**src/logic/tcsc_cfg.svh**
```systemverilog
// Constants for the tunable capacitor serial controller.
// Assumes a 40 MHz core clock; included by bare name.
`ifndef TCSC_CFG_SVH
`define TCSC_CFG_SVH

// ==========================================
// Register map (Avalon word addresses as byte offsets)
`define TCSC_OFF_CTRL      4'h0
`define TCSC_OFF_WORD      4'h4
`define TCSC_OFF_STATUS    4'h8
`define TCSC_OFF_LAST      4'hc

// ==========================================
// Control word fields, word width and device count
`define TCSC_STB_BIT       5
`define TCSC_CAP_MSB       4
`define TCSC_WORD_BITS     8
`define TCSC_NUM_DEV       4

// ==========================================
// Reset values
`define TCSC_WORD_RST      8'h00
`define TCSC_SEL_RST       2'h0

// ==========================================
// Timing
`define TCSC_CLK_MHZ       40
`define TCSC_HALF_CYC      8'h04
`define TCSC_SWITCH_US     12
`define TCSC_WAKE_US       70
`define TCSC_SWITCH_CYC    (`TCSC_SWITCH_US * `TCSC_CLK_MHZ)
`define TCSC_WAKE_CYC      (`TCSC_WAKE_US * `TCSC_CLK_MHZ)

`endif

```
**src/logic/tcsc_pkg.sv**
```systemverilog
// Types for the tunable capacitor serial controller.
// Assumes nothing beyond the config header.
`default_nettype none
package tcsc_pkg;
  typedef enum logic [4:0]
  {
    TCSC_IDLE  = 5'b00001,
    TCSC_SETUP = 5'b00010,
    TCSC_LOW   = 5'b00100,
    TCSC_HIGH  = 5'b01000,
    TCSC_HOLD  = 5'b10000
  } tcsc_state_t;
endpackage
`default_nettype wire

```
**src/logic/tcsc_settle.sv**
```systemverilog
// Settle timer: counts down the capacitor switching or wake-up wait.
// Assumes start is a one-cycle pulse on core_clk.
`timescale 1ns/1ps
`default_nettype none
module tcsc_settle
(
  input  wire logic        core_clk,
  input  wire logic        rst,
  input  wire logic        start,
  input  wire logic [12:0] load,
  output logic             busy
);
  logic [12:0] count;

  always_ff @(posedge core_clk)
  begin
    if (rst)
      count <= 13'h0000;
    else if (start)
      count <= load;
    else if (count != 13'h0000)
      count <= count - 13'h0001;
  end

  assign busy = (count != 13'h0000);
endmodule
`default_nettype wire

```
**src/logic/tcsc_ctrl.sv**
```systemverilog
// Serial master for up to four tunable capacitors sharing clock and data.
// Assumes Avalon-MM software access on core_clk; pins go straight to the devices.
//
// Design decisions made here: the address map and the Avalon-MM interface to the registers.
`timescale 1ns/1ps
`default_nettype none
`include "tcsc_cfg.svh"
module tcsc_ctrl
  import tcsc_pkg::*;
(
  input  wire logic        core_clk,
  input  wire logic        rst,
  input  wire logic [3:0]  avs_address,
  input  wire logic        avs_read,
  input  wire logic        avs_write,
  input  wire logic [31:0] avs_writedata,
  output logic [31:0]      avs_readdata,
  output logic             avs_waitrequest,
  output logic             serial_clk,
  output logic             serial_data,
  output logic [3:0]       serial_latch_enable
);
  tcsc_state_t state;
  logic [7:0]  shift;
  logic [2:0]  bit_cnt;
  logic [7:0]  half_cnt;
  logic [1:0]  dev_sel;
  logic [7:0]  last_word [0:3];
  logic [4:0]  last_cap;
  logic        last_stb;
  logic        settle_start;
  logic [12:0] settle_load;
  logic        settle_busy;
  logic        go;
  logic        half_done;
  logic [7:0]  word_in;
  logic        rd_pending;
  logic [7:0]  word_hold;
  logic [1:0]  frame_dev;
  logic        frame_idle;
  logic [3:0]  pulse_cnt;
  logic        clk_prev;

  // ==========================================
  // Avalon slave
  // Writes to the word register while busy stall until the frame ends.
  // Enable must sit low between frames, so also wait for the pin to drop
  assign frame_idle = (state == TCSC_IDLE) && (serial_latch_enable == 4'h0);
  assign go = avs_write && (avs_address == `TCSC_OFF_WORD) && frame_idle;
  assign avs_waitrequest = (avs_read && !rd_pending) ||
    (avs_write && (avs_address == `TCSC_OFF_WORD) && !frame_idle);
  // Reserved bits forced to zero whatever software writes
  assign word_in = {2'b00, avs_writedata[`TCSC_STB_BIT:0]};

  always_ff @(posedge core_clk)
  begin
    if (rst)
      rd_pending <= 1'b0;
    else
      rd_pending <= avs_read && !rd_pending;
  end

  always_ff @(posedge core_clk)
  begin
    if (rst)
      avs_readdata <= 32'h0000_0000;
    else if (avs_read && !rd_pending)
    begin
      case (avs_address)
        `TCSC_OFF_CTRL:   avs_readdata <= {30'h0, dev_sel};
        `TCSC_OFF_STATUS: avs_readdata <= {30'h0, settle_busy, state != TCSC_IDLE};
        `TCSC_OFF_LAST:   avs_readdata <= {24'h00_0000, last_word[dev_sel]};
        default:          avs_readdata <= 32'h0000_0000;
      endcase
    end
  end

  always_ff @(posedge core_clk)
  begin
    if (rst)
      dev_sel <= `TCSC_SEL_RST;
    else if (avs_write && (avs_address == `TCSC_OFF_CTRL))
      dev_sel <= avs_writedata[1:0];
  end

  // ==========================================
  // Serial engine
  assign half_done = (half_cnt == `TCSC_HALF_CYC);

  always_ff @(posedge core_clk)
  begin
    if (rst || go || half_done || state == TCSC_IDLE)
      half_cnt <= 8'h00;
    else
      half_cnt <= half_cnt + 8'h01;
  end

  always_ff @(posedge core_clk)
  begin
    if (rst)
    begin
      state     <= TCSC_IDLE;
      shift     <= `TCSC_WORD_RST;
      bit_cnt   <= 3'h0;
      word_hold <= `TCSC_WORD_RST;
      frame_dev <= `TCSC_SEL_RST;
    end
    else
    begin
      case (state)
        TCSC_IDLE:
          if (go)
          begin
            shift     <= word_in;
            word_hold <= word_in;
            frame_dev <= dev_sel;
            bit_cnt   <= 3'h7;
            state     <= TCSC_SETUP;
          end
        TCSC_SETUP:
          if (half_done)
            state <= TCSC_HIGH;
        TCSC_HIGH:
          if (half_done)
          begin
            // Next bit leaves as the clock falls, far from the rising edge
            if (bit_cnt != 3'h0)
              shift <= {shift[6:0], 1'b0};
            state <= TCSC_LOW;
          end
        TCSC_LOW:
          if (half_done)
          begin
            if (bit_cnt == 3'h0)
              state <= TCSC_HOLD;
            else
            begin
              bit_cnt <= bit_cnt - 3'h1;
              state   <= TCSC_HIGH;
            end
          end
        TCSC_HOLD:
          if (half_done)
            state <= TCSC_IDLE;
        default:
          state <= TCSC_IDLE;
      endcase
    end
  end

  // Clock idles low, so the device sees nothing outside a frame
  always_ff @(posedge core_clk)
  begin
    if (rst)
    begin
      serial_clk          <= 1'b0;
      serial_data         <= 1'b0;
      serial_latch_enable <= 4'h0;
    end
    else
    begin
      serial_clk  <= (state == TCSC_HIGH);
      serial_data <= (state == TCSC_IDLE) ? 1'b0 : shift[7];
      serial_latch_enable <= (state == TCSC_IDLE) ? 4'h0 : (4'h1 << frame_dev);
    end
  end

  // ==========================================
  // Settle tracking
  assign settle_start = (state == TCSC_HOLD) && half_done;
  // Wake-up dominates; plain switch otherwise
  assign settle_load = (last_stb && !word_hold[`TCSC_STB_BIT]) ? 13'(`TCSC_WAKE_CYC) :
                       13'(`TCSC_SWITCH_CYC);

  always_ff @(posedge core_clk)
  begin
    if (rst)
    begin
      last_word[0] <= `TCSC_WORD_RST;
      last_word[1] <= `TCSC_WORD_RST;
      last_word[2] <= `TCSC_WORD_RST;
      last_word[3] <= `TCSC_WORD_RST;
    end
    else if (settle_start)
      last_word[frame_dev] <= word_hold;
  end

  assign last_stb = last_word[frame_dev][`TCSC_STB_BIT];
  assign last_cap = last_word[frame_dev][`TCSC_CAP_MSB:0];

  tcsc_settle u_settle
  (
    .core_clk (core_clk),
    .rst      (rst),
    .start    (settle_start),
    .load     (settle_load),
    .busy     (settle_busy)
  );

  // Pulses counted on the pin itself, not on the state machine
  always_ff @(posedge core_clk)
  begin
    clk_prev <= serial_clk;
    if (rst || go)
      pulse_cnt <= 4'h0;
    else if (serial_clk && !clk_prev)
      pulse_cnt <= pulse_cnt + 4'h1;
  end
endmodule
`default_nettype wire

```
**config.mk**
```make
export PLATFORM = sky130hd
export DESIGN_NAME = tcsc_ctrl
export DESIGN_NICKNAME = d
export VERILOG_FILES = /design/src/logic/tcsc_pkg.sv /design/src/logic/tcsc_settle.sv /design/src/logic/tcsc_ctrl.sv
export VERILOG_INCLUDE_DIRS = /design/src /design/src/logic
export SDC_FILE = /design/constraint.sdc
export NUM_CORES = 1
export LEC_CHECK = 0
export ABC_CLOCK_PERIOD_IN_PS = 2100
export BUFFER_PORTS_ARGS = -buffer_cell sky130_fd_sc_hd__buf_4
export CAP_MARGIN = 40
export CORE_UTILIZATION = 50
export CTS_CLUSTER_DIAMETER = 100
export DETAILED_ROUTE_END_ITERATION = 8
export PLACE_DENSITY = 0.85
export SYNTH_ARGS = -nofsm -noshare
export SYNTH_HDL_FRONTEND = slang
export SYNTH_SLANG_ARGS = --single-unit
```
**constraint.sdc**
```tcl
create_clock -name core_clk -period 2.1 [get_ports core_clk]
set_input_delay 0.42 -clock core_clk [delete_from_list [all_inputs] [get_ports core_clk]]
set_output_delay 0.42 -clock core_clk [all_outputs]
set_load 0.005 [all_outputs]
```
==> results of run 1 <==
## through the flow
step / util / instance area (um2)
floorplan: - / 4220
global placement: 0.566 / 4440
detailed placement: 0.566 / 4440
CTS: 0.592 / 4650
global route: 0.595 / 4670
finish: 0.595 / 4670
## state kept, by name, summed over array words and instances (netlist names), named ones only
register / count
last_word: 24
u_settle.count: 13
half_cnt: 8
shift: 8
avs_readdata: 6
word_hold: 6
state: 5
serial_latch_enable: 4
bit_cnt: 3
dev_sel: 2
frame_dev: 2
rd_pending: 1
serial_clk: 1
serial_data: 1
## layer usage
layer / wire length (um) / global-route usage
met5: 0 / 0
met1: 3520 / 0.251
met2: 4080 / 0.350
met4: 161 / 0.0936
met3: 304 / 0.0222
## worst reg2reg max path, cell delays in order (launching register included)
cell and delay [ns]:
dfxtp_1 0.32, or4_4 0.55, or3_4 0.40, o22ai_4 0.26, buf_4 0.18, nor2_1 0.05
a211oi_2 0.18
## layout by cell type, fill, tap and decap left out, types with 11 or more instances in the layout
master    netlist  layout
nand2_1        31      31
xor2_1         11      11
edfxtp_1       24      24
dfxtp_1        64      61
conb_1          1      26
mux2i_1        11      11
nand2b_1       26      25
a21oi_1        25      25
nor2_1         69      68
nand3_1        12      12
buf_4          26      46
## logic make-up after synthesis
kind of cell               after synthesis  synth area share
and+or+nand+nor                        187             0.230
DFF                                     88             0.485
muxes                                   18            0.0648
AOI/OAI and AO/OA                       52            0.0909
adders and majority gates                6            0.0182
other                                    1          0.000908
buffers and inverters                   52            0.0745
xor gates and xnor gates                17            0.0360
## Yosys cell counts, types with 2 or more instances
| library cell | n |
|---|---|
| nor2_1 | 69 |
| inv_1 | 8 |
| edfxtp_1 | 24 |
| mux4_2 | 7 |
| or3_4 | 2 |
| o21ai_0 | 2 |
| a21oi_1 | 25 |
| nand3_1 | 12 |
| or4_4 | 2 |
| or2_1 | 2 |
| nand4_1 | 2 |
| a211oi_1 | 3 |
| o32ai_1 | 2 |
| dfxtp_1 | 64 |
| nand2_1 | 31 |
| buf_6 | 2 |
| nor3_1 | 7 |
| o22ai_1 | 2 |
| a31oi_1 | 2 |
| buf_4 | 26 |
| xor2_1 | 11 |
| or3_1 | 2 |
| mux2i_1 | 11 |
| nand2b_1 | 26 |
| nor2b_1 | 6 |
| ha_1 | 6 |
| and3_1 | 8 |
| o211ai_1 | 2 |
| nand3b_1 | 3 |
| nor4_1 | 3 |
| a211oi_2 | 6 |
| and2_1 | 2 |
| xnor2_1 | 6 |
| clkbuf_1 | 16 |
## worst min path at each step
stage / from / to / slack [ns] / cells after the start
detailed placement: avs_readdata[5] / avs_readdata[5] / 0.45 / 2
global route: avs_writedata[5] / word_hold[5] / 0.34 / 3
finish: avs_writedata[5] / word_hold[5] / 0.32 / 3
CTS: avs_writedata[5] / word_hold[5] / 0.31 / 3
global placement: word_hold[0] / word_hold[0] / 0.44 / 2
floorplan: shift[7] / serial_data / 0.43 / 1
## where the power goes
group	total, W	switching, W	internal, W
clock	0.00116	0.000617	0.000539
sequential	0.00200	0.000119	0.00188
combinational	0.000920	0.000486	0.000434
## final cells by class
class                      instances  share of cell area
clock buffer                      11              0.0349
clock inverter                     5             0.00804
inverter                           8             0.00643
multi-input combinational        306               0.414
sequential                        88               0.431
tap                              102              0.0273
timing repair buffer              47              0.0783
==> impl_metrics.py, run 1 <==
metrics = {
    "clock_network": {
        "postCtsHoldBufs": 0,
        "cts-buffers-inserted": 9,
        "clk_path_buf_depth": 2,
        "cts.clk_slew.worst_paths_ns": 0.08,
        "worst_skew_pair.late_latency_ns": 0.36,
        "clk_sinks": 88,
        "post_cts_buffers": 0,
        "ctsHtreeMaxLevel": 3,
        "cts-resized-gates": 4,
        "tritoncts": "built",
        "cts_root_buf": "clkbuf_8",
    },
    "logic_synthesis": {
        "mappedNetlistArea_um2": 4130,
        "synth_top_area_frac": 0.310,
        "synth.area.top_cells": "dfxtp_1, edfxtp_1, nor2_1, buf_4, nand2b_1",
        "number_of_instances_in_the_synthesized_netlist": 421,
        "synthFlopType": "dfxtp_1",
        "synth_area_leader_cell": "dfxtp_1",
        "part_of_the_yosys_area_used_for_sequential_elements": 0.485,
        "fraction_of_registers_with_async_set_reset": 0,
        "count_of_unique_library_cells_instantiated_by_yosys": 53,
        "synth_area_per_cell_um2": 9.81,
        "synth_seq_cells": 88,
        "synth-edff-count": 24,
        "yosys_warnings": 0,
    },
    "critical_path": {
        "worstRegToRegCells": 6,
        "crit_path_end_kind": "output port",
        "setup_crit_path_kind": "flop to output port",
        "cp-startpoint": "state[0]",
        "cpPeakStageDelay_ns": 0.52,
        "critPathArrivalTime_ns": 1.60,
        "critPathBufInv": 2,
        "critPathRequiredTime_ns": 1.68,
        "critPathCapture": "avs_waitrequest",
        "r2r_start": "serial_latch_enable[1]",
        "timing.reg2reg.setup_slack_ns": 0.10,
        "timing.critical_path.slowest_stage_cell": "dfxtp_1",
        "cpMostUsedCell": "buf_4",
        "worst_path_dominant_cell_family": "flip-flops",
        "regToRegEndpoint": "shift[1]",
        "cp-start-kind": "flop",
        "cp.depth": 5,
        "critPathMaxFanout": 9,
        "cp_cell_sequence": "nand3_1 > buf_4 > nor2_1 > o31ai_1 > buf_4",
    },
    "sta": {
        "rsz0062_at_grt": "no",
        "timing_max_transition_violations_final": 0,
        "timing.hold.ws_ns": 0.321,
        "achievable-frequency_mhz": 495,
        "fin_crit_sh": 0.961,
        "postLayoutSetupSlackWorst_ns": 0.0813,
        "report.final.hold_viol_count": 0,
        "fin_setup_tns_ns": 0,
        "clock-skew-final_ns": 0.0114,
        "timing.final.setup_violations": 0,
        "period_minus_slack_ns": 2.02,
    },
    "detailed_routing": {
        "num_vias": 3027,
        "drt_pre_antenna_iters": 4,
        "drt.antenna.violating_nets": 0,
        "avg_vias_per_cell": 5.34,
        "route.detailed.drc": 0,
        "first_iter_violations": 134,
        "route.detailed.wl_per_inst_um": 14.2,
        "wirelength_um": 8070,
    },
    "power_and_ir_drop": {
        "power.leakage_nw": 1.81,
        "vdd.ir_drop.worst_v": 0.000416,
        "finalPower_w": 0.00407,
        "power-per-cell-area_nw_per_um2": 873,
    },
    "placed_design": {
        "dp.final_hpwl_um": 5960,
        "post-place-cells": 551,
        "worst_slack_placed_ns": -0.0324,
        "placement.io_buffers": 26,
        "routability_congestion": 0.853,
    },
    "cells_and_area": {
        "final_layout_size_suffix_gt1_frac": 0.200,
        "nFillCells": 634,
        "area_growth_pct": 13.0,
        "finalNetCount": 506,
        "final-instance-count-excl-fill": 567,
        "antenna-diode-count": 0,
        "seqCellArea_um2": 2010,
        "total_area_of_multi_input_combinational_cells_um2": 1930,
    },
    "run": {
        "drv_cap": 0,
    },
    "hold_path": {
        "hold_class": "input port to flop",
    },
    "die": {
        "initial_utilization": 0.526,
        "placementRows": 32,
        "top_level_ports": 79,
        "die-width_um": 92.9,
        "chipHeight_um": 92.9,
        "die-area_um2": 8630,
        "coreArea_um2": 7850,
    },
    "global_route": {
        "grt_start_max_net_pins": 35,
        "antenna_found_initial": 0,
        "overall_track_demand_over_capacity_in_global_routing": 0.202,
        "grt_remaining_overflow": 0,
        "grt_pass1_wl_um": 13500,
        "vias_in_the_first_global_route": 2924,
    },
    "run_status": {
        "status": "complete, no violations",
    },
}
Note: power is estimated with default switching activity, not from simulation.
==> run 2, diff against run 1 <==
--- a/config.mk
+++ b/config.mk
@@ -13,6 +13,7 @@
 export CTS_CLUSTER_DIAMETER = 100
 export DETAILED_ROUTE_END_ITERATION = 8
 export PLACE_DENSITY = 0.85
+export REMOVE_ABC_BUFFERS = 1
 export SYNTH_ARGS = -nofsm -noshare
 export SYNTH_HDL_FRONTEND = slang
 export SYNTH_SLANG_ARGS = --single-unit
==> run 2 against run 1 <==
  * Critical path type unchanged
  * First-iteration DRC count grew 10%
  * Flip-flop and latch count is the same
  * Sequential power about the same
  * Combinational power about the same
  * Routed wire length fell by 2.1%
  * Fmax is 1.4% higher
  * Die area unchanged
  * Sequential share of layout area shrank 0.23 points
==> impl_metrics.py, run 2 (synthesized netlist as in run 1, its figures left out) <==
metrics = {
    "clock_network": {
        "ctsHtreeMaxLevel": 3,
        "postCtsHoldBufs": 0,
        "cts-buffers-inserted": 9,
        "tritoncts": "built",
        "clk_path_buf_depth": 2,
        "cts_root_buf": "clkbuf_8",
        "cts.clk_slew.worst_paths_ns": 0.08,
        "clk_sinks": 88,
        "worst_skew_pair.late_latency_ns": 0.36,
    },
    "cells_and_area": {
        "final_layout_size_suffix_gt1_frac": 0.207,
        "layout_commonest_cell": "nor2_1",
        "largest_register_ff_count": 24,
        "most-common-layout-cells": "nor2_1, dfxtp_1, buf_4, nand2_1, conb_1",
        "antenna-diode-count": 0,
        "largest-register": "last_word",
        "final-instance-count-excl-fill": 571,
        "area_growth_pct": 13.2,
        "top_regs": "last_word (24), u_settle.count (13)",
        "finalNetCount": 510,
    },
    "sta": {
        "rsz0062_at_grt": "yes",
        "timing.final.setup_violations": 0,
        "achievable-frequency_mhz": 502,
        "timing_max_transition_violations_final": 0,
        "period_minus_slack_ns": 1.99,
        "report.final.hold_viol_count": 0,
        "fin_crit_sh": 0.948,
        "clock-skew-final_ns": 0.0115,
    },
    "die": {
        "initial_utilization": 0.526,
        "coreArea_um2": 7850,
        "die-area_um2": 8630,
        "placementRows": 32,
        "die-width_um": 92.9,
        "top_level_ports": 79,
        "chipHeight_um": 92.9,
    },
    "power_and_ir_drop": {
        "power.internal_w": 0.00288,
        "switching_share": 0.299,
        "switching_power_w": 0.00123,
        "power-per-cell-area_nw_per_um2": 879,
        "finalPower_w": 0.00411,
        "share_seq_of_total_power": 0.487,
        "vdd.ir_drop.worst_v": 0.000367,
        "power.share.clock": 0.289,
        "combPwrFrac": 0.224,
        "power.leakage_nw": 1.80,
    },
    "detailed_routing": {
        "route.detailed.wl_per_inst_um": 13.8,
        "wirelength_um": 7900,
        "route.detailed.drc": 0,
        "drt_pre_antenna_iters": 4,
        "avg_vias_per_cell": 5.30,
        "first_iter_violations": 148,
        "drt.antenna.violating_nets": 0,
        "num_vias": 3028,
    },
    "critical_path": {
        "timing.critical_path.slowest_stage_cell": "or4_4",
        "critPathBufInv": 1,
        "r2r_start": "serial_latch_enable[1]",
        "worst_path_dominant_cell_family": "simple AND/OR/NAND/NOR gates",
        "cp_cell_sequence": "or4_4 > nor2_2 > o31ai_1 > buf_4",
        "crit_path_end_kind": "output port",
        "cp-start-kind": "flop",
        "critPathRequiredTime_ns": 1.68,
        "critPathArrivalTime_ns": 1.57,
        "setup_crit_path_kind": "flop to output port",
        "cp-startpoint": "serial_latch_enable[1]",
        "critPathMaxFanout": 3,
        "cpPeakStageDelay_ns": 0.56,
    },
    "global_route": {
        "grt_remaining_overflow": 0,
        "vias_in_the_first_global_route": 2767,
        "grt_start_max_net_pins": 44,
        "overall_track_demand_over_capacity_in_global_routing": 0.195,
        "grt_pass1_wl_um": 13000,
        "antenna_found_initial": 0,
    },
    "placed_design": {
        "post-place-cells": 553,
        "routability_congestion": 0.814,
        "dp.final_hpwl_um": 5650,
        "placement.io_buffers": 26,
    },
    "run_status": {
        "status": "complete, no violations",
    },
    "hold_path": {
        "holdCritStartpoint": "avs_writedata[2]",
        "hold_class": "input port to flop",
    },
    "run": {
        "drv_cap": 0,
    },
}
==> run 2: cell count changes in the layout (fill, tap and decap cells not counted), moves of 2 or more <==
cell        delta
dfxtp_4        -2
buf_4          +4
clkinvlp_4     +2
clkinv_4       -3
==> run 2: worst paths after layout <==
kind                                         to  slack, ns  cells past startpoint
worst min-delay path               word_hold[2]       0.34                      3
worst max-delay path            avs_waitrequest       0.11                      4
worst min register to register     word_hold[1]       0.46                      2
worst max register to register         shift[3]       0.11                      6
==> run 2: worst register-to-register path, stage by stage, from the launching register on <==
cell and delay [ns]:
dfxtp_1 0.32, or4_4 0.56, or3_4 0.40, o22ai_4 0.25, buf_12 0.16, nor2_1 0.05, a211oi_2 0.18
==> run 2: final cells by class <==
type | instances | area [um2]
fillers | 650 | 3170
flip-flops and latches | 88 | 2000
multi-input cells | 306 | 1920
repair buffers | 51 | 395
clock buffers | 10 | 131
well taps | 102 | 128
clock inverters | 6 | 66.3
inverters | 8 | 30.0
==> run 2: routing by layer <==
metal / vias up / GRT usage / wire length, um
met3: 7 / 0.0452 / 415
met1: 1435 / 0.249 / 3550
li1: 1487 / - / -
met5: - / 0 / 0
met4: 0 / 0.0615 / 95
met2: 99 / 0.325 / 3830
==> run 2: power by group through the flow <==
stage | Clock (W) | Combinational [W] | Sequential (W)
finish | 0.00119 | 0.000923 | 0.00200
global route | 0.00129 | 0.00101 | 0.00202
CTS | 0.00120 | 0.000918 | 0.00200
detailed placement | 0 | 0.000897 | 0.00204
global placement | 0 | 0.000867 | 0.00202
floorplan | 0 | 0.000711 | 0.00201
==> run 2: stage by stage <==
| step | hold slack, ns | setup WS, ns | util | setup TNS [ns] | cell area (um2) |
|---|---|---|---|---|---|
| 3_3_place_gp | 0.439 | 0.0284 | 0.568 | 0 | 4450 |
| 4_1_cts | 0.321 | 0.0104 | 0.593 | 0 | 4650 |
| 5_1_grt | 0.329 | -0.00457 | 0.596 | -0.00737 | 4680 |
| 6_report | 0.337 | 0.108 | 0.596 | 0 | 4680 |
| 2_1_floorplan | 0.426 | -0.149 | - | -1.31 | 3950 |
| 3_5_place_dp | 0.443 | -0.00920 | 0.568 | -0.00920 | 4450 |
==> run 2: repair_timing <==
item	CTS	global route
buffers inserted	0	2
setup endpoints to repair	0	13
gates resized for setup	0	5
